===== config.mk =====
export PLATFORM = sky130hd
export DESIGN_NAME = i2c_slave
export DESIGN_NICKNAME = d
export VERILOG_FILES = /design/src/rtl/i2c_slave_pkg.sv /design/src/rtl/i2c_slave.sv
export VERILOG_INCLUDE_DIRS = /design/src /design/src/rtl
export SDC_FILE = /design/constraint.sdc
export NUM_CORES = 1
export LEC_CHECK = 0
export BUFFER_PORTS_ARGS = -buffer_cell sky130_fd_sc_hd__buf_2
export CAP_MARGIN = 10
export CORE_MARGIN = 2
export CORE_UTILIZATION = 35
export DETAILED_ROUTE_END_ITERATION = 10
export GPL_ROUTABILITY_DRIVEN = 0
export SLEW_MARGIN = 20
export SYNTH_ARGS = -nofsm -noshare
export SYNTH_HDL_FRONTEND = slang
export SYNTH_SLANG_ARGS = --single-unit

===== constraint.sdc =====
create_clock -name sys_clk_i -period 2.7 [get_ports sys_clk_i]
set_clock_uncertainty 0.05 [all_clocks]
set_input_delay 0.54 -clock sys_clk_i [delete_from_list [all_inputs] [get_ports sys_clk_i]]
set_output_delay 0.54 -clock sys_clk_i [all_outputs]
set_load 0.02 [all_outputs]

===== src/rtl/i2c_slave_regs.svh =====
// register offsets, field positions, reset values and the bits per byte count of the i2c slave block
// assumes the cpu register port of the i2c slave block, byte-wide registers
//
// Behaviour
// RQ1: master drives clock, start, address, data
// RQ2: respond only when address matches own address
// RQ3: shift bits in, then move byte
// RQ4: one data buffer serves both directions
// RQ5: matched address loads buffer, sets full flag
// RQ6: direction bit selects transmit or receive mode
// RQ7: matched address acknowledged low, interrupt flag set
// RQ8: buffer read clears full, next byte acked
// RQ9: full flag holds until software reads
// RQ10: byte into full buffer: overflow, no ack
// RQ11: overflow flag cleared only by software
// RQ12: buffer write during transmit sets collision flag
// RQ13: control bit 5 enables whole module
// RQ14: clock release bit, one releases, resets one
// RQ15: transmit mode holds clock low after address; here only while the release bit is zero, hardware never clears it
// RQ16: shift out only after software releases clock
// RQ17: transmitted byte acked: clear full, interrupt
// RQ18: status bits flag stop and start
// RQ19: disabled module clears start and stop flags
// RQ20: interrupt flag gated by enable and global
// RQ21: open drain select bits reset to one
// RQ22: status bit 5 marks data versus address
// RQ23: mismatch: no ack, ignore until next start
`ifndef I2C_SLAVE_REGS_SVH
`define I2C_SLAVE_REGS_SVH
`define ADR_INT_FLAGS 8'h06
`define ADR_INT_ENABLES 8'h07
`define ADR_OPEN_DRAIN 8'h37
`define ADR_CONTROL 8'h57
`define ADR_STATUS 8'h58
`define ADR_OWN_ADDRESS 8'h59
`define ADR_DATA_BUFFER 8'h5A
`define BIT_IRQ_FLAG 3
`define BIT_IRQ_ENABLE 3
`define BIT_GLOBAL_ENABLE 7
`define BIT_OD_SCL 3
`define BIT_OD_SDA 4
`define BIT_WRITE_COLLISION 7
`define BIT_RECEIVE_OVERFLOW 6
`define BIT_MODULE_ENABLE 5
`define BIT_CLOCK_RELEASE 4
`define BIT_BYTE_KIND 5
`define BIT_STOP_SEEN 4
`define BIT_START_SEEN 3
`define BIT_READ_MODE 2
`define BIT_BUFFER_FULL 0
`define RST_OPEN_DRAIN 8'h18
`define RST_CONTROL 8'h10
`define RST_ZERO 8'h00
`define BITS_PER_BYTE 4'h8
`endif


===== src/rtl/i2c_slave_pkg.sv =====
// types shared by the i2c slave block
// assumes the constants header for offsets and fields
`default_nettype none
package i2c_slave_pkg;
   // byte engine states, one-hot
   typedef enum logic [5:0] {
      ST_IDLE = 6'h01, // waiting for start, or ignoring the transfer
      ST_RECV = 6'h02, // shifting a byte in
      ST_ACK = 6'h04, // driving or withholding acknowledge
      ST_HOLD = 6'h08, // waiting for software; clock held low only while the release bit is zero
      ST_SEND = 6'h10, // shifting a byte out
      ST_MACK = 6'h20 // reading master acknowledge
   } engine_state_type;
   // sampled bus levels and their edges
   typedef struct packed {
      logic scl;
      logic sda;
      logic scl_rise;
      logic scl_fall;
      logic start;
      logic stop;
   } bus_view_type;
endpackage
`default_nettype wire


===== src/rtl/i2c_slave.sv =====
// i2c slave engine with its cpu register file
// assumes scl and sda arrive from open-drain pins in another domain; cpu port on sys_clk_i
`timescale 1ns/1ns
`default_nettype none
`include "i2c_slave_regs.svh"
module i2c_slave (
   input wire logic sys_clk_i,
   input wire logic rstn_i,
   input wire logic [7:0] addr_i,
   input wire logic [7:0] wdata_i,
   input wire logic wr_i,
   input wire logic rd_i,
   output logic [7:0] rdata_o,
   output logic irq_o,
   input wire logic scl_i,
   output logic scl_o,
   output logic scl_oe_o,
   input wire logic sda_i,
   output logic sda_o,
   output logic sda_oe_o,
   output logic [1:0] open_drain_select_o
);
   // two-stage synchronisers for the pins
   logic [1:0] scl_sync_r;
   logic [1:0] sda_sync_r;
   logic scl_prev_r; // previous synchronised clock level
   logic sda_prev_r; // previous synchronised data level
   i2c_slave_pkg::bus_view_type bus;
   // registers
   logic irq_flag_r;
   logic irq_enable_r;
   logic global_int_enable_r;
   logic [1:0] open_drain_select_r;
   logic write_collision_r;
   logic receive_overflow_r;
   logic module_enable_r;
   logic clock_release_r;
   logic byte_kind_flag_r;
   logic stop_seen_r;
   logic start_seen_r;
   logic read_mode_r;
   logic buffer_full_r;
   logic [7:0] own_address_r;
   logic [7:0] data_buffer_r;
   // engine
   i2c_slave_pkg::engine_state_type state_r;
   logic [7:0] shift_register_r;
   logic [3:0] bit_cnt_r;
   logic addr_phase_r; // the byte in flight is the address
   logic ack_ok_r; // acknowledge decision for this byte
   logic sda_low_r; // device pulls data low
   logic scl_low_r; // device pulls clock low
   // one-cycle events from the engine
   logic ev_addr_match;
   logic ev_data_in;
   logic ev_overflow;
   logic ev_tx_done;
   logic cpu_wr_buf;
   logic cpu_rd_buf;
   logic [7:0] byte_now;
   localparam logic [7:0] od_reset_img = `RST_OPEN_DRAIN; // open drain register image at reset

   // register address decode used by several processes
   function automatic logic hit(input logic [7:0] a, input logic [7:0] off);
      hit = (a == off);
   endfunction

   assign cpu_wr_buf = wr_i && hit(addr_i, `ADR_DATA_BUFFER);
   assign cpu_rd_buf = rd_i && hit(addr_i, `ADR_DATA_BUFFER);
   assign byte_now = {shift_register_r[6:0], bus.sda};

   // pin synchronisers; only the second stage is looked at
   always_ff @(posedge sys_clk_i or negedge rstn_i) begin
      if (!rstn_i) begin
         scl_sync_r <= 2'h3;
         sda_sync_r <= 2'h3;
         scl_prev_r <= 1'b1;
         sda_prev_r <= 1'b1;
      end else begin
         scl_sync_r <= {scl_sync_r[0], scl_i};
         sda_sync_r <= {sda_sync_r[0], sda_i};
         scl_prev_r <= scl_sync_r[1];
         sda_prev_r <= sda_sync_r[1];
      end
   end

   // bus view: levels, clock edges, start and stop
   always_comb begin
      bus.scl = scl_sync_r[1];
      bus.sda = sda_sync_r[1];
      bus.scl_rise = scl_sync_r[1] && !scl_prev_r;
      bus.scl_fall = !scl_sync_r[1] && scl_prev_r;
      bus.start = scl_sync_r[1] && scl_prev_r && !sda_sync_r[1] && sda_prev_r;
      bus.stop = scl_sync_r[1] && scl_prev_r && sda_sync_r[1] && !sda_prev_r;
   end

   // byte engine; the master owns clock and framing, see RQ1
   always_ff @(posedge sys_clk_i or negedge rstn_i) begin
      if (!rstn_i) begin
         state_r <= i2c_slave_pkg::ST_IDLE;
         shift_register_r <= `RST_ZERO;
         bit_cnt_r <= 4'h0;
         addr_phase_r <= 1'b0;
         ack_ok_r <= 1'b0;
         sda_low_r <= 1'b0;
      end else if (!module_enable_r) begin
         // disabled module ignores the bus, see RQ13
         state_r <= i2c_slave_pkg::ST_IDLE;
         sda_low_r <= 1'b0;
         bit_cnt_r <= 4'h0;
      end else if (bus.start) begin
         // a start always restarts address reception
         state_r <= i2c_slave_pkg::ST_RECV;
         bit_cnt_r <= 4'h0;
         addr_phase_r <= 1'b1;
         sda_low_r <= 1'b0;
      end else if (bus.stop) begin
         state_r <= i2c_slave_pkg::ST_IDLE;
         sda_low_r <= 1'b0;
      end else begin
         case (state_r)
            i2c_slave_pkg::ST_RECV: begin
               if (bus.scl_rise) begin
                  // sample one bit into the shift register, see RQ3
                  shift_register_r <= byte_now;
                  bit_cnt_r <= bit_cnt_r + 4'h1;
                  if (bit_cnt_r == `BITS_PER_BYTE - 4'h1) begin
                     if (addr_phase_r) begin
                        ack_ok_r <= (byte_now[7:1] == own_address_r[7:1]); // see RQ2
                     end else begin
                        ack_ok_r <= !buffer_full_r; // no ack into full buffer, see RQ10
                     end
                  end
               end else if (bus.scl_fall && bit_cnt_r == `BITS_PER_BYTE) begin
                  if (ack_ok_r) begin
                     sda_low_r <= 1'b1; // acknowledge low, see RQ7 RQ8
                     state_r <= i2c_slave_pkg::ST_ACK;
                  end else if (addr_phase_r) begin
                     state_r <= i2c_slave_pkg::ST_IDLE; // mismatch ignored, see RQ23
                  end else begin
                     state_r <= i2c_slave_pkg::ST_ACK; // overflow byte, data released
                  end
               end
            end
            i2c_slave_pkg::ST_ACK: begin
               if (bus.scl_fall) begin
                  sda_low_r <= 1'b0;
                  bit_cnt_r <= 4'h0;
                  if (addr_phase_r && shift_register_r[0]) begin
                     state_r <= i2c_slave_pkg::ST_HOLD; // transmit mode, see RQ6 RQ15
                  end else begin
                     state_r <= i2c_slave_pkg::ST_RECV;
                  end
                  addr_phase_r <= 1'b0;
               end
            end
            i2c_slave_pkg::ST_HOLD: begin
               if (clock_release_r && !bus.scl) begin
                  // first bit out only after release, see RQ16
                  // wait for a low clock: after a master ack the clock is still high here,
                  // and a data change then would look like a start or stop on the bus
                  shift_register_r <= data_buffer_r;
                  sda_low_r <= !data_buffer_r[7];
                  state_r <= i2c_slave_pkg::ST_SEND;
               end
            end
            i2c_slave_pkg::ST_SEND: begin
               if (bus.scl_fall) begin
                  bit_cnt_r <= bit_cnt_r + 4'h1;
                  if (bit_cnt_r == `BITS_PER_BYTE - 4'h1) begin
                     sda_low_r <= 1'b0;
                     state_r <= i2c_slave_pkg::ST_MACK;
                  end else begin
                     shift_register_r <= {shift_register_r[6:0], 1'b0};
                     sda_low_r <= !shift_register_r[6];
                  end
               end
            end
            i2c_slave_pkg::ST_MACK: begin
               if (bus.scl_rise) begin
                  // master ack low: next byte, else done
                  state_r <= bus.sda ? i2c_slave_pkg::ST_IDLE : i2c_slave_pkg::ST_HOLD;
                  bit_cnt_r <= 4'h0;
               end
            end
            default: begin
               state_r <= i2c_slave_pkg::ST_IDLE;
            end
         endcase
      end
   end

   // one-cycle events at the end of each byte
   assign ev_addr_match = module_enable_r && !bus.start && !bus.stop && state_r == i2c_slave_pkg::ST_RECV
      && bus.scl_fall && bit_cnt_r == `BITS_PER_BYTE && addr_phase_r && ack_ok_r;
   assign ev_data_in = module_enable_r && !bus.start && !bus.stop && state_r == i2c_slave_pkg::ST_RECV
      && bus.scl_fall && bit_cnt_r == `BITS_PER_BYTE && !addr_phase_r && ack_ok_r;
   assign ev_overflow = module_enable_r && !bus.start && !bus.stop && state_r == i2c_slave_pkg::ST_RECV
      && bus.scl_fall && bit_cnt_r == `BITS_PER_BYTE && !addr_phase_r && !ack_ok_r;
   assign ev_tx_done = module_enable_r && !bus.start && !bus.stop && state_r == i2c_slave_pkg::ST_MACK
      && bus.scl_rise && !bus.sda;

   // clock stretch while holding for software in transmit mode
   always_ff @(posedge sys_clk_i or negedge rstn_i) begin
      if (!rstn_i) begin
         scl_low_r <= 1'b0;
      end else begin
         // clock held when release bit is zero, see RQ14 RQ15
         scl_low_r <= module_enable_r && !clock_release_r &&
                      (state_r == i2c_slave_pkg::ST_HOLD) && !bus.scl;
      end
   end

   // data buffer and its full flag
   always_ff @(posedge sys_clk_i or negedge rstn_i) begin
      if (!rstn_i) begin
         data_buffer_r <= `RST_ZERO;
         buffer_full_r <= 1'b0;
      end else begin
         if (ev_addr_match || ev_data_in) begin
            data_buffer_r <= shift_register_r; // see RQ3 RQ4 RQ5
            buffer_full_r <= 1'b1; // set wins over read, see RQ9
         end else if (cpu_wr_buf) begin
            data_buffer_r <= wdata_i; // see RQ4
            buffer_full_r <= 1'b1;
         end else if (ev_tx_done || cpu_rd_buf) begin
            buffer_full_r <= 1'b0; // see RQ8 RQ17
         end
      end
   end

   // status flags: direction, byte kind, start and stop
   always_ff @(posedge sys_clk_i or negedge rstn_i) begin
      if (!rstn_i) begin
         read_mode_r <= 1'b0;
         byte_kind_flag_r <= 1'b0;
         start_seen_r <= 1'b0;
         stop_seen_r <= 1'b0;
      end else begin
         if (ev_addr_match) begin
            read_mode_r <= shift_register_r[0]; // see RQ6
            byte_kind_flag_r <= 1'b0; // see RQ22
         end else if (ev_data_in) begin
            byte_kind_flag_r <= 1'b1; // see RQ22
         end
         if (!module_enable_r) begin
            start_seen_r <= 1'b0; // see RQ19
            stop_seen_r <= 1'b0;
         end else if (bus.start) begin
            start_seen_r <= 1'b1; // see RQ18
            stop_seen_r <= 1'b0;
         end else if (bus.stop) begin
            stop_seen_r <= 1'b1; // see RQ18
            start_seen_r <= 1'b0;
         end
      end
   end

   // control register; hardware sets of sticky error flags win over clears
   always_ff @(posedge sys_clk_i or negedge rstn_i) begin
      if (!rstn_i) begin
         write_collision_r <= 1'b0;
         receive_overflow_r <= 1'b0;
         module_enable_r <= 1'b0;
         clock_release_r <= 1'b1;
      end else begin
         if (wr_i && hit(addr_i, `ADR_CONTROL)) begin
            write_collision_r <= wdata_i[`BIT_WRITE_COLLISION];
            receive_overflow_r <= wdata_i[`BIT_RECEIVE_OVERFLOW]; // see RQ11
            module_enable_r <= wdata_i[`BIT_MODULE_ENABLE]; // see RQ13
            clock_release_r <= wdata_i[`BIT_CLOCK_RELEASE]; // see RQ14
         end
         if (ev_overflow) begin
            receive_overflow_r <= 1'b1; // see RQ10
         end
         if (cpu_wr_buf && (state_r == i2c_slave_pkg::ST_SEND || state_r == i2c_slave_pkg::ST_MACK)) begin
            write_collision_r <= 1'b1; // see RQ12
         end
      end
   end

   // interrupt, address, and open drain registers
   always_ff @(posedge sys_clk_i or negedge rstn_i) begin
      if (!rstn_i) begin
         irq_flag_r <= 1'b0;
         irq_enable_r <= 1'b0;
         global_int_enable_r <= 1'b0;
         own_address_r <= `RST_ZERO;
         open_drain_select_r <= {od_reset_img[`BIT_OD_SDA], od_reset_img[`BIT_OD_SCL]}; // see RQ21
      end else begin
         if (wr_i && hit(addr_i, `ADR_INT_FLAGS)) begin
            irq_flag_r <= wdata_i[`BIT_IRQ_FLAG];
         end
         if (ev_addr_match || ev_data_in || ev_tx_done) begin
            irq_flag_r <= 1'b1; // set wins over clear, see RQ7 RQ8 RQ17
         end
         if (wr_i && hit(addr_i, `ADR_INT_ENABLES)) begin
            irq_enable_r <= wdata_i[`BIT_IRQ_ENABLE];
            global_int_enable_r <= wdata_i[`BIT_GLOBAL_ENABLE];
         end
         if (wr_i && hit(addr_i, `ADR_OWN_ADDRESS)) begin
            own_address_r <= wdata_i;
         end
         if (wr_i && hit(addr_i, `ADR_OPEN_DRAIN)) begin
            open_drain_select_r <= {wdata_i[`BIT_OD_SDA], wdata_i[`BIT_OD_SCL]}; // see RQ21
         end
      end
   end

   // read data one cycle after the strobe; unmapped reads zero
   always_ff @(posedge sys_clk_i or negedge rstn_i) begin
      if (!rstn_i) begin
         rdata_o <= `RST_ZERO;
      end else if (!rd_i) begin
         rdata_o <= `RST_ZERO;
      end else if (hit(addr_i, `ADR_INT_FLAGS)) begin
         rdata_o <= {4'h0, irq_flag_r, 3'h0};
      end else if (hit(addr_i, `ADR_INT_ENABLES)) begin
         rdata_o <= {global_int_enable_r, 3'h0, irq_enable_r, 3'h0};
      end else if (hit(addr_i, `ADR_OPEN_DRAIN)) begin
         rdata_o <= {3'h0, open_drain_select_r, 3'h0};
      end else if (hit(addr_i, `ADR_CONTROL)) begin
         rdata_o <= {write_collision_r, receive_overflow_r, module_enable_r, clock_release_r, 4'h0};
      end else if (hit(addr_i, `ADR_STATUS)) begin
         rdata_o <= {2'h0, byte_kind_flag_r, stop_seen_r, start_seen_r, read_mode_r, 1'b0, buffer_full_r};
      end else if (hit(addr_i, `ADR_OWN_ADDRESS)) begin
         rdata_o <= own_address_r;
      end else if (hit(addr_i, `ADR_DATA_BUFFER)) begin
         rdata_o <= data_buffer_r;
      end else begin
         rdata_o <= `RST_ZERO;
      end
   end

   // registered pin and interrupt outputs
   always_ff @(posedge sys_clk_i or negedge rstn_i) begin
      if (!rstn_i) begin
         irq_o <= 1'b0;
         scl_o <= 1'b0;
         scl_oe_o <= 1'b0;
         sda_o <= 1'b0;
         sda_oe_o <= 1'b0;
         open_drain_select_o <= 2'h3;
      end else begin
         irq_o <= irq_flag_r && irq_enable_r && global_int_enable_r; // see RQ20
         scl_o <= 1'b0;
         scl_oe_o <= scl_low_r;
         sda_o <= 1'b0;
         sda_oe_o <= sda_low_r;
         open_drain_select_o <= open_drain_select_r;
      end
   end

   chk_mismatch_no_ack: assert property (@(posedge sys_clk_i) disable iff (!rstn_i) // see RQ23
      (state_r == i2c_slave_pkg::ST_IDLE) |-> ##1 !sda_low_r)
      else $error("data driven while idle");
   chk_addr_sets_full: assert property (@(posedge sys_clk_i) disable iff (!rstn_i) // see RQ5
      ev_addr_match |=> buffer_full_r && data_buffer_r == $past(shift_register_r))
      else $error("address not loaded to buffer");
   chk_match_ack_irq: assert property (@(posedge sys_clk_i) disable iff (!rstn_i) // see RQ7
      ev_addr_match |=> sda_low_r && irq_flag_r)
      else $error("matched address not acked");
   chk_overflow_sticky: assert property (@(posedge sys_clk_i) disable iff (!rstn_i) // see RQ11
      receive_overflow_r && !(wr_i && addr_i == `ADR_CONTROL) |=> receive_overflow_r)
      else $error("overflow cleared by hardware");
   chk_overflow_no_ack: assert property (@(posedge sys_clk_i) disable iff (!rstn_i) // see RQ10
      ev_overflow |=> receive_overflow_r && !sda_low_r)
      else $error("overflow byte mishandled");
   chk_disable_clears: assert property (@(posedge sys_clk_i) disable iff (!rstn_i) // see RQ19
      !module_enable_r |=> !start_seen_r && !stop_seen_r)
      else $error("start or stop kept while disabled");
   chk_release_frees: assert property (@(posedge sys_clk_i) disable iff (!rstn_i) // see RQ14
      clock_release_r |=> ##1 !scl_oe_o)
      else $error("clock held while released");
   chk_irq_gate: assert property (@(posedge sys_clk_i) disable iff (!rstn_i) // see RQ20
      irq_o |-> $past(irq_flag_r && irq_enable_r && global_int_enable_r))
      else $error("interrupt without enables");
   chk_tx_done: assert property (@(posedge sys_clk_i) disable iff (!rstn_i) // see RQ17
      ev_tx_done |=> !buffer_full_r && irq_flag_r)
      else $error("transmit end not flagged");
   cov_addr: cover property (@(posedge sys_clk_i) disable iff (!rstn_i) ev_addr_match);
   cov_data: cover property (@(posedge sys_clk_i) disable iff (!rstn_i) ev_data_in);
   cov_ovf: cover property (@(posedge sys_clk_i) disable iff (!rstn_i) ev_overflow);
   cov_tx: cover property (@(posedge sys_clk_i) disable iff (!rstn_i) ev_tx_done);
endmodule
`default_nettype wire


==> results of run 1 <==
## critical path, stage by stage, from the launching register on
cell      delay, ps
dfrtp_1         460
or4_4           590
or3b_1          420
a22o_1          260
o211ai_4        200
mux2_4          340
## state kept, by name (all words and copies together), names as in the netlist, 2 cells and up
name,count
open_drain_select_r,2
rdata_o,8
data_buffer_r,8
sda_sync_r,2
open_drain_select_o,2
own_address_r,8
bit_cnt_r,4
shift_register_r,8
scl_sync_r,2
state_r,6
## path summary, 6_finish.rpt
kind | start | endpoint | slack (ps) | depth (start not counted)
setup / recovery | state_r[1] | shift_register_r[0] | 260 | 5
hold reg to reg | scl_low_r | scl_oe_o | 300 | 0
max in group asynchronous | rstn_i | scl_prev_r | 1890 | 2
hold / removal | rstn_i | data_buffer_r[4] | 30 | 1
min in group sys_clk_i | scl_i | scl_sync_r[0] | 240 | 1
setup reg to reg | state_r[1] | shift_register_r[0] | 260 | 5
## final cells by class
type / instances / area (sq um) / area share [%]
Clock buffer: 10 / 138 / 3.13
Clock inverter: 6 / 108 / 2.44
Inverter: 13 / 48.8 / 1.11
Multi-Input combinational cell: 265 / 1880 / 42.8
Sequential cell: 71 / 1790 / 40.7
Tap cell: 140 / 175 / 3.98
Timing Repair Buffer: 44 / 258 / 5.85
## Yosys cell counts, drive strengths merged (2+ instances only)
library cell	count
a21oi	21
a22oi	2
a31oi	4
and2	2
and3	5
and3b	2
and4b	2
buf	9
clkbuf	12
dfrtp	59
dfstp	12
ha	2
inv	13
mux2	34
mux2i	11
nand2	21
nand2b	7
nand3	20
nand4	6
nor2	27
nor2b	9
nor3	10
nor3b	5
nor4	2
o211ai	5
o21ai	19
o221ai	4
o22ai	4
o31ai	2
o41ai	2
or3	2
or4	3
or4b	2
xnor2	3
xor2	9
## metrics by stage
stage          cell area (sq um)  util, %
3_3_place_gp                4160     38.7
4_1_cts                     4400     41.0
6_report                    4400     41.0
2_1_floorplan               3820        -
3_5_place_dp                4160     38.7
5_1_grt                     4400     41.0
## power breakdown
| group | total, uW | internal, uW | leakage, uW | switching [uW] |
|---|---|---|---|---|
| sequential | 1130 | 1100 | 0.000888 | 27.5 |
| combinational | 155 | 58.7 | 0.00109 | 96.5 |
| clock | 1050 | 636 | 0.000122 | 413 |
| total | 2330 | 1790 | 0.00210 | 537 |
## cell families after synthesis
family	synth area share, %
muxes	13.7
AOI/OAI and AO/OA	12.4
xor gates and xnor gates	2.75
DFF	46.9
other	0.0982
adders and majority gates	0.655
buffers and inverters	3.87
and+or+nand+nor	19.6
## metal layers
metal | share of wire [%] | vias up | track usage [%]
met5 | 0 | - | 0
met4 | 2.8 | 0 | 7.69
met3 | 6.5 | 23 | 3.01
met2 | 47 | 130 | 27.5
met1 | 44 | 1475 | 23.4
li1 | - | 1395 | -
==> flow_summary.toml, run 1 <==
[clock_network]
clkSlewWorstSetupHoldPaths_ps = 80
clock_tree.htree_level_count = 3
cts.repair.resized = 0
number_of_buffers_created_by_cts = 9
cts-hold-fix-buffers = 0
worst_skew_pair.late_latency_ps = 350
cts_tree = "done"
clk_path_buf_depth = 2
post-cts-setup-buffers = 0
cts_root_buf = "clkbuf_8"
clkSinkCount = 71

[yosys]
yosysUniqueCellTypes = 66
mappedNetlistArea_sq_um = 3820
synth.largest_area_cell = "dfrtp_1"
synthTopCellsByArea = "dfrtp_1 (39%), dfstp_2 (8.3%), mux2_2 (4.7%)"
yosysWarnings = 0
seq_area_frac_synth_pct = 46.9
synthDominantCellAreaShare_pct = 38.7
synth-edff-count = 0
postSynth.asyncResetShare_pct = 100
post_synthesis_sequential_element_count = 71
avgSynthCellArea_sq_um = 10.4
yosys_most_used_dff = "dfrtp_1"
postSynthCellCount = 369

[place]
dp.cells = 533
dp_hpwl_mm = 6.93
port_buffers = 34
detailedPlace.worstSlack_ps = 285

[routing]
vias = 3023
drcViolationCount = 0
detail_route.vias_per_cell = 5.51
drt-initial-drc-count = 347
firstDrtPassIters = 7
final_antenna_net_count = 0
detail_route.wirelength_mm = 9.49
wl_per_cell_microns = 17.3

[power]
power.density_nw_per_um2 = 529
post-layout-total-power_uw = 2330
worst_voltage_drop_across_the_vdd_grid_mv = 0.252
p_leak_uw = 0.00210

[finish]
final_common_cell = "dfrtp_1"
finish.cell_count_without_fillers = 549
layout_common_cells = "dfrtp_1 (59), buf_2 (34), nor2_1 (27), a21oi_1 (21)"
finalNetCount = 428
area_growth_pct = 15.3
layout-drive-gt1-share_pct = 25.9
antenna_cells = 0
n_fill_cell = 1046

[timing]
slew_headroom_pct = 51.6
number_of_failing_hold_endpoints_at_the_final_stage = 0
timing_worst_slew_pin_value_ps = 718
fmaxAchievable_mhz = 409
timing.setup.tns_ps = 0
report.final.setup_viol = 0
final_critical_path_required_period_ps = 2440
rsz0062_at_grt = "false"
period_share_pct = 90.5
final_max_slew_viol_count = 0
hold-worst-slack_ps = 33.0
postLayoutSetupSlackWorst_ps = 257

[floorplan]
design.core.area_sq_um = 10700
horiz_die_dim_microns = 108
dieHeight_microns = 108
start_util_pct = 35.5
fp.dieArea_sq_um = 11800
boundaryPins = 37
placementRows = 38

[setup_path]
worstSetupPathType = "reg -> reg"
end_kind = "register"
timing.critical_path.required_ps = 2880
cp-start-kind = "register"
worst_ep_arrival_time_ps = 2620
worst-path-max-fanout = 8

[global_route]
grt_util_all_layers_pct = 17.4
globalRoute.totalOverflow = 0
grt_first_pass_wirelength_mm = 15.7
grt_pass1_vias = 3031
grt_antenna_before_repair = 0
grt_start_max_net_pins = 39

[flow_run]
max_cap_violations = 0

[worst_hold_path]
hold_class = "in -> async"

[outcome]
run_status = "finished, final reports clean"
No activity file was read; power rests on OpenSTA's default activity.
==> run 2, diff against run 1 <==
- CORE_UTILIZATION: 35 -> 33
- SKIP_CTS_REPAIR_TIMING: not set -> 1
==> run 2 against run 1 <==
Register-to-register slack improved by 30 ps; setup slack improved by 28 ps; final cell count rose by 0.18%; total power rose by 7.5%; via count fell by 3.4%; combinational power fell by 3%; sequential share of layout area fell by 0.39 points; wire length fell by 1.9%; cell area rose by 0.97%; largest power group is now the clock network; non-clock buffer count fell by 2; fmax rose by 1.2%.
==> flow_summary.toml, run 2 (synthesis gave the netlist of run 1 again) <==
[flow_run]
max_cap_violations = 0

[finish]
antenna_cells = 0
layout_common_cells = "dfrtp_1 (59), buf_2 (33), nor2_1 (27), a21oi_1 (21)"
area_growth_pct = 16.4
finish.cell_count_without_fillers = 550
finalNetCount = 426
final_common_cell = "dfrtp_1"
layout-drive-gt1-share_pct = 25.6

[setup_path]
crit_path_max_delay_cell_type = "or4_4"
cp_top_family = "simple AND/OR/NAND/NOR gates"
end_kind = "register"
worst_ep_arrival_time_ps = 2570
timing.reg2reg.worst_path_depth = 6
critPathBufInv = 0
reg2reg_setup_slack_ps = 290
r2r_start = "state_r[2]"
worstSetupPathType = "reg -> reg"
timing.critical_path.required_ps = 2860
r2r-end = "shift_register_r[7]"
cp-start-kind = "register"
path_cells = "or4_4 -> nor3b_2 -> o21ai_1 -> a22o_1 -> o211ai_4 -> mux2_4"
worst-path-max-fanout = 8
critPathMaxStageDelay_ps = 540

[timing]
period_share_pct = 89.4
final_max_slew_viol_count = 0
fmaxAchievable_mhz = 414
rsz0062_at_grt = "false"
report.final.setup_viol = 0
number_of_failing_hold_endpoints_at_the_final_stage = 0
timing.setup.tns_ps = 0
slew_headroom_pct = 40.6
final_critical_path_required_period_ps = 2410
timing_worst_slew_pin_value_ps = 891

[worst_hold_path]
hold_end = "sda_sync_r[0]"
min-delay-start = "sda_i"
whs_path_depth = 1
hold_class = "in -> reg"

[routing]
detail_route.vias_per_cell = 5.31
detail_route.wirelength_mm = 9.31
vias = 2920
final_antenna_net_count = 0
drt-initial-drc-count = 301
drcViolationCount = 0
firstDrtPassIters = 5
wl_per_cell_microns = 16.9

[place]
port_buffers = 34
dp.cells = 534
dp_hpwl_mm = 6.60

[clock_network]
worst_skew_pair.late_latency_ps = 330
number_of_buffers_created_by_cts = 9
clkSinkCount = 71
clkSlewWorstSetupHoldPaths_ps = 50
cts_tree = "done"
clk_path_buf_depth = 2
cts_root_buf = "clkbuf_16"
clock_tree.htree_level_count = 3

[floorplan]
start_util_pct = 33.6
horiz_die_dim_microns = 112
boundaryPins = 37
fp.dieArea_sq_um = 12500
design.core.area_sq_um = 11400
placementRows = 39
dieHeight_microns = 112

[global_route]
grt_antenna_before_repair = 0
grt_pass1_vias = 2877
grt_util_all_layers_pct = 15.4
globalRoute.totalOverflow = 0
grt_first_pass_wirelength_mm = 15.3
grt_start_max_net_pins = 72

[outcome]
run_status = "finished, final reports clean"

[power]
p_leak_uw = 0.00212
power.density_nw_per_um2 = 563
worst_voltage_drop_across_the_vdd_grid_mv = 0.294
[run 2: layout make-up]
| cell class | count | area (sq um) |
|---|---|---|
| timing repair buffer | 42 | 233 |
| fill | 1134 | 6920 |
| clock inverter | 5 | 56.3 |
| clock buffer | 11 | 253 |
| inverter | 13 | 48.8 |
| multi-input combinational | 265 | 1880 |
| sequential | 71 | 1790 |
| tap | 143 | 179 |
[run 2: power by group]
| group | total [uW] | switching (uW) | internal (uW) |
|---|---|---|---|
| sequential | 1130 | 26.9 | 1100 |
| combinational | 150 | 94.8 | 55.1 |
| clock | 1230 | 464 | 764 |
[run 2: worst max path at each step]
stage | startpoint | endpoint | slack [ps] | cells after the start
global placement | sda_sync_r[1] | state_r[1] | 370 | 6
detailed placement | state_r[2] | shift_register_r[6] | 340 | 6
CTS | state_r[2] | shift_register_r[7] | 320 | 6
global route | state_r[2] | shift_register_r[7] | 210 | 6
floorplan | sda_sync_r[1] | state_r[1] | 420 | 7
finish | state_r[2] | shift_register_r[7] | 290 | 6
[run 2: per-layer routing]
metal | up-vias | part of all wire (%) | global-route usage (%)
met5 | - | 0 | 0
met4 | 0 | 1.6 | 6.58
met3 | 8 | 4.4 | 2.78
met2 | 78 | 45 | 22.6
met1 | 1434 | 49 | 22.3
li1 | 1400 | - | -
[run 2: stage by stage]
| step | hold WS [ps] | utilization, % | cell area [sq um] | worst slack (ps) | power [uW] |
|---|---|---|---|---|---|
| after detailed placement | 289 | 36.4 | 4140 | 337 | 1300 |
| final | 262 | 39.1 | 4450 | 285 | 2500 |
| after global routing | 259 | 39.1 | 4450 | 214 | 2580 |
| after CTS | 257 | 39.1 | 4450 | 320 | 2520 |
| after floorplan | 194 | - | 3820 | 424 | 1220 |
| after global placement | 285 | 36.4 | 4140 | 372 | 1290 |
==> run 3, diff against run 2 <==
- CTS_CLUSTER_SIZE: not set -> 14
- RECOVER_POWER: not set -> 25
==> run 3 against run 2 <==
Core utilization about the same; worst hold slack better by 2.2 ps; combinational power about the same; via count about the same; setup slack worse by 62 ps; the flow now finishes with violations (capacitance limit, slew limit); fmax down 2.5%; total power down 0.18%; critical path depth unchanged; global-route usage unchanged.
==> flow_summary.toml, run 3 (synthesis gave the netlist of run 1 again) <==
[outcome]
run_status = "finished, violations left"
failed_checks = "capacitance limit, slew limit"

[timing]
period_share_pct = 91.7
final_max_slew_viol_count = 72
report.final.setup_viol = 0
final_critical_path_required_period_ps = 2480
fmaxAchievable_mhz = 404
number_of_failing_hold_endpoints_at_the_final_stage = 0
rsz0062_at_grt = "false"
timing_worst_slew_pin_value_ps = 1740
postLayoutSetupSlackWorst_ps = 223
slew_headroom_pct = -16.3
timing.setup.tns_ps = 0

[power]
switching_share_pct = 23.3
p_int_uw = 1920
power_switching_uw = 583
worst_voltage_drop_across_the_vdd_grid_mv = 0.294
seq_power_share_pct = 45.0
clock_power_share_pct = 49.0
comb_power_share_pct = 6.0
power.density_nw_per_um2 = 563
p_leak_uw = 0.00212

[routing]
detail_route.wirelength_mm = 9.32
vias = 2919
met2_wirelength_mm = 4.22
firstDrtPassIters = 5
wl_per_cell_microns = 17.0
drt-initial-drc-count = 300
m1WireLength_mm = 4.50
detail_route.vias_per_cell = 5.31
final_antenna_net_count = 0
highest_layer = "met4"
drcViolationCount = 0
met3RoutedLength_microns = 449

[clock_network]
clock_tree.htree_level_count = 3
clkSinkCount = 71
clkSlewWorstSetupHoldPaths_ps = 50
cts_tree = "done"
clk_path_buf_depth = 2
cts_root_buf = "clkbuf_16"
number_of_buffers_created_by_cts = 9
worst_skew_pair.late_latency_ps = 330

[setup_path]
worst_ep_arrival_time_ps = 2630
worstSetupPathType = "reg -> reg"
timing.critical_path.required_ps = 2860
path_cells = "nand2b_1 -> a21oi_1 -> or4_4 -> a2bb2oi_1 -> o211ai_2 -> mux2_1"
reg2reg_setup_slack_ps = 220
critPathMaxStageDelay_ps = 700
cp-start-kind = "register"
crit_path_max_delay_cell_type = "dfstp_1"
end_kind = "register"
worst-path-max-fanout = 9

[floorplan]
design.core.area_sq_um = 11400
horiz_die_dim_microns = 112
fp.dieArea_sq_um = 12500
dieHeight_microns = 112
boundaryPins = 37
start_util_pct = 33.6
placementRows = 39

[global_route]
grt_start_max_net_pins = 72
grt_util_all_layers_pct = 15.4
grt_first_pass_wirelength_mm = 15.3
grt_antenna_before_repair = 0
grt_pass1_vias = 2877
globalRoute.totalOverflow = 0

[finish]
layout_common_cells = "dfrtp_1 (59), buf_2 (33), nor2_1 (27), a21oi_1 (21)"
finalNetCount = 426
layout-drive-gt1-share_pct = 24.6
multi_input_area_sq_um = 1880
antenna_cells = 0
n_fill_cell = 1133
final_common_cell = "dfrtp_1"
area_growth_pct = 16.3
seqCellArea_sq_um = 1790

[worst_hold_path]
hold_class = "in -> reg"

[flow_run]
max_cap_violations = 1

[place]
dp_hpwl_mm = 6.60
port_buffers = 34
detailedPlace.worstSlack_ps = 337
## run 3: cell type report
type | count | share of cell area, %
Tap cell | 143 | 4.03
Timing Repair Buffer | 42 | 5.18
Clock buffer | 11 | 5.69
Sequential cell | 71 | 40.3
Multi-Input combinational cell | 265 | 42.4
Clock inverter | 5 | 1.27
Inverter | 13 | 1.10
## run 3: stage by stage
stage | util [%] | cells | instance area (sq um) | hold WS, ps | total power [uW]
after floorplan | - | 370 | 3820 | 194 | 1220
after global placement | 36.4 | 534 | 4140 | 285 | 1290
after detailed placement | 36.4 | 534 | 4140 | 289 | 1300
after CTS | 39.1 | 550 | 4450 | 257 | 2520
after global routing | 39.1 | 550 | 4440 | 259 | 2580
final | 39.1 | 550 | 4440 | 264 | 2500
## run 3: path summary, 6_finish.rpt
path,startpoint,end,cells after the start
worst max-delay path,sda_sync_r[1],state_r[1],6
worst min-delay path,sda_i,sda_sync_r[0],1
worst max register to register,sda_sync_r[1],state_r[1],6
worst min register to register,scl_low_r,scl_oe_o,0
max in group asynchronous,rstn_i,data_buffer_r[7],1
min in group asynchronous,rstn_i,bit_cnt_r[2],1
## run 3: power by group through the flow
stage | Combinational [uW] | Sequential, uW | Clock [uW]
detailed placement | 151 | 1140 | 0
CTS | 151 | 1130 | 1240
global placement | 149 | 1140 | 0
floorplan | 85.6 | 1140 | 0
finish | 150 | 1130 | 1230
global route | 168 | 1130 | 1280
## run 3: critical path: cells and delay by family (launching register included)
family / cells / cell delay, ps
AOI/OAI and AO/OA: 3 / 460
muxes: 1 / 360
DFF: 1 / 700
and+or+nand+nor: 2 / 770
## run 3: routing by layer
| layer | global-route usage (%) | vias up |
|---|---|---|
| met5 | 0 | - |
| met4 | 6.58 | 0 |
| met3 | 2.78 | 8 |
| met2 | 22.6 | 86 |
| met1 | 22.3 | 1426 |
| li1 | - | 1399 |
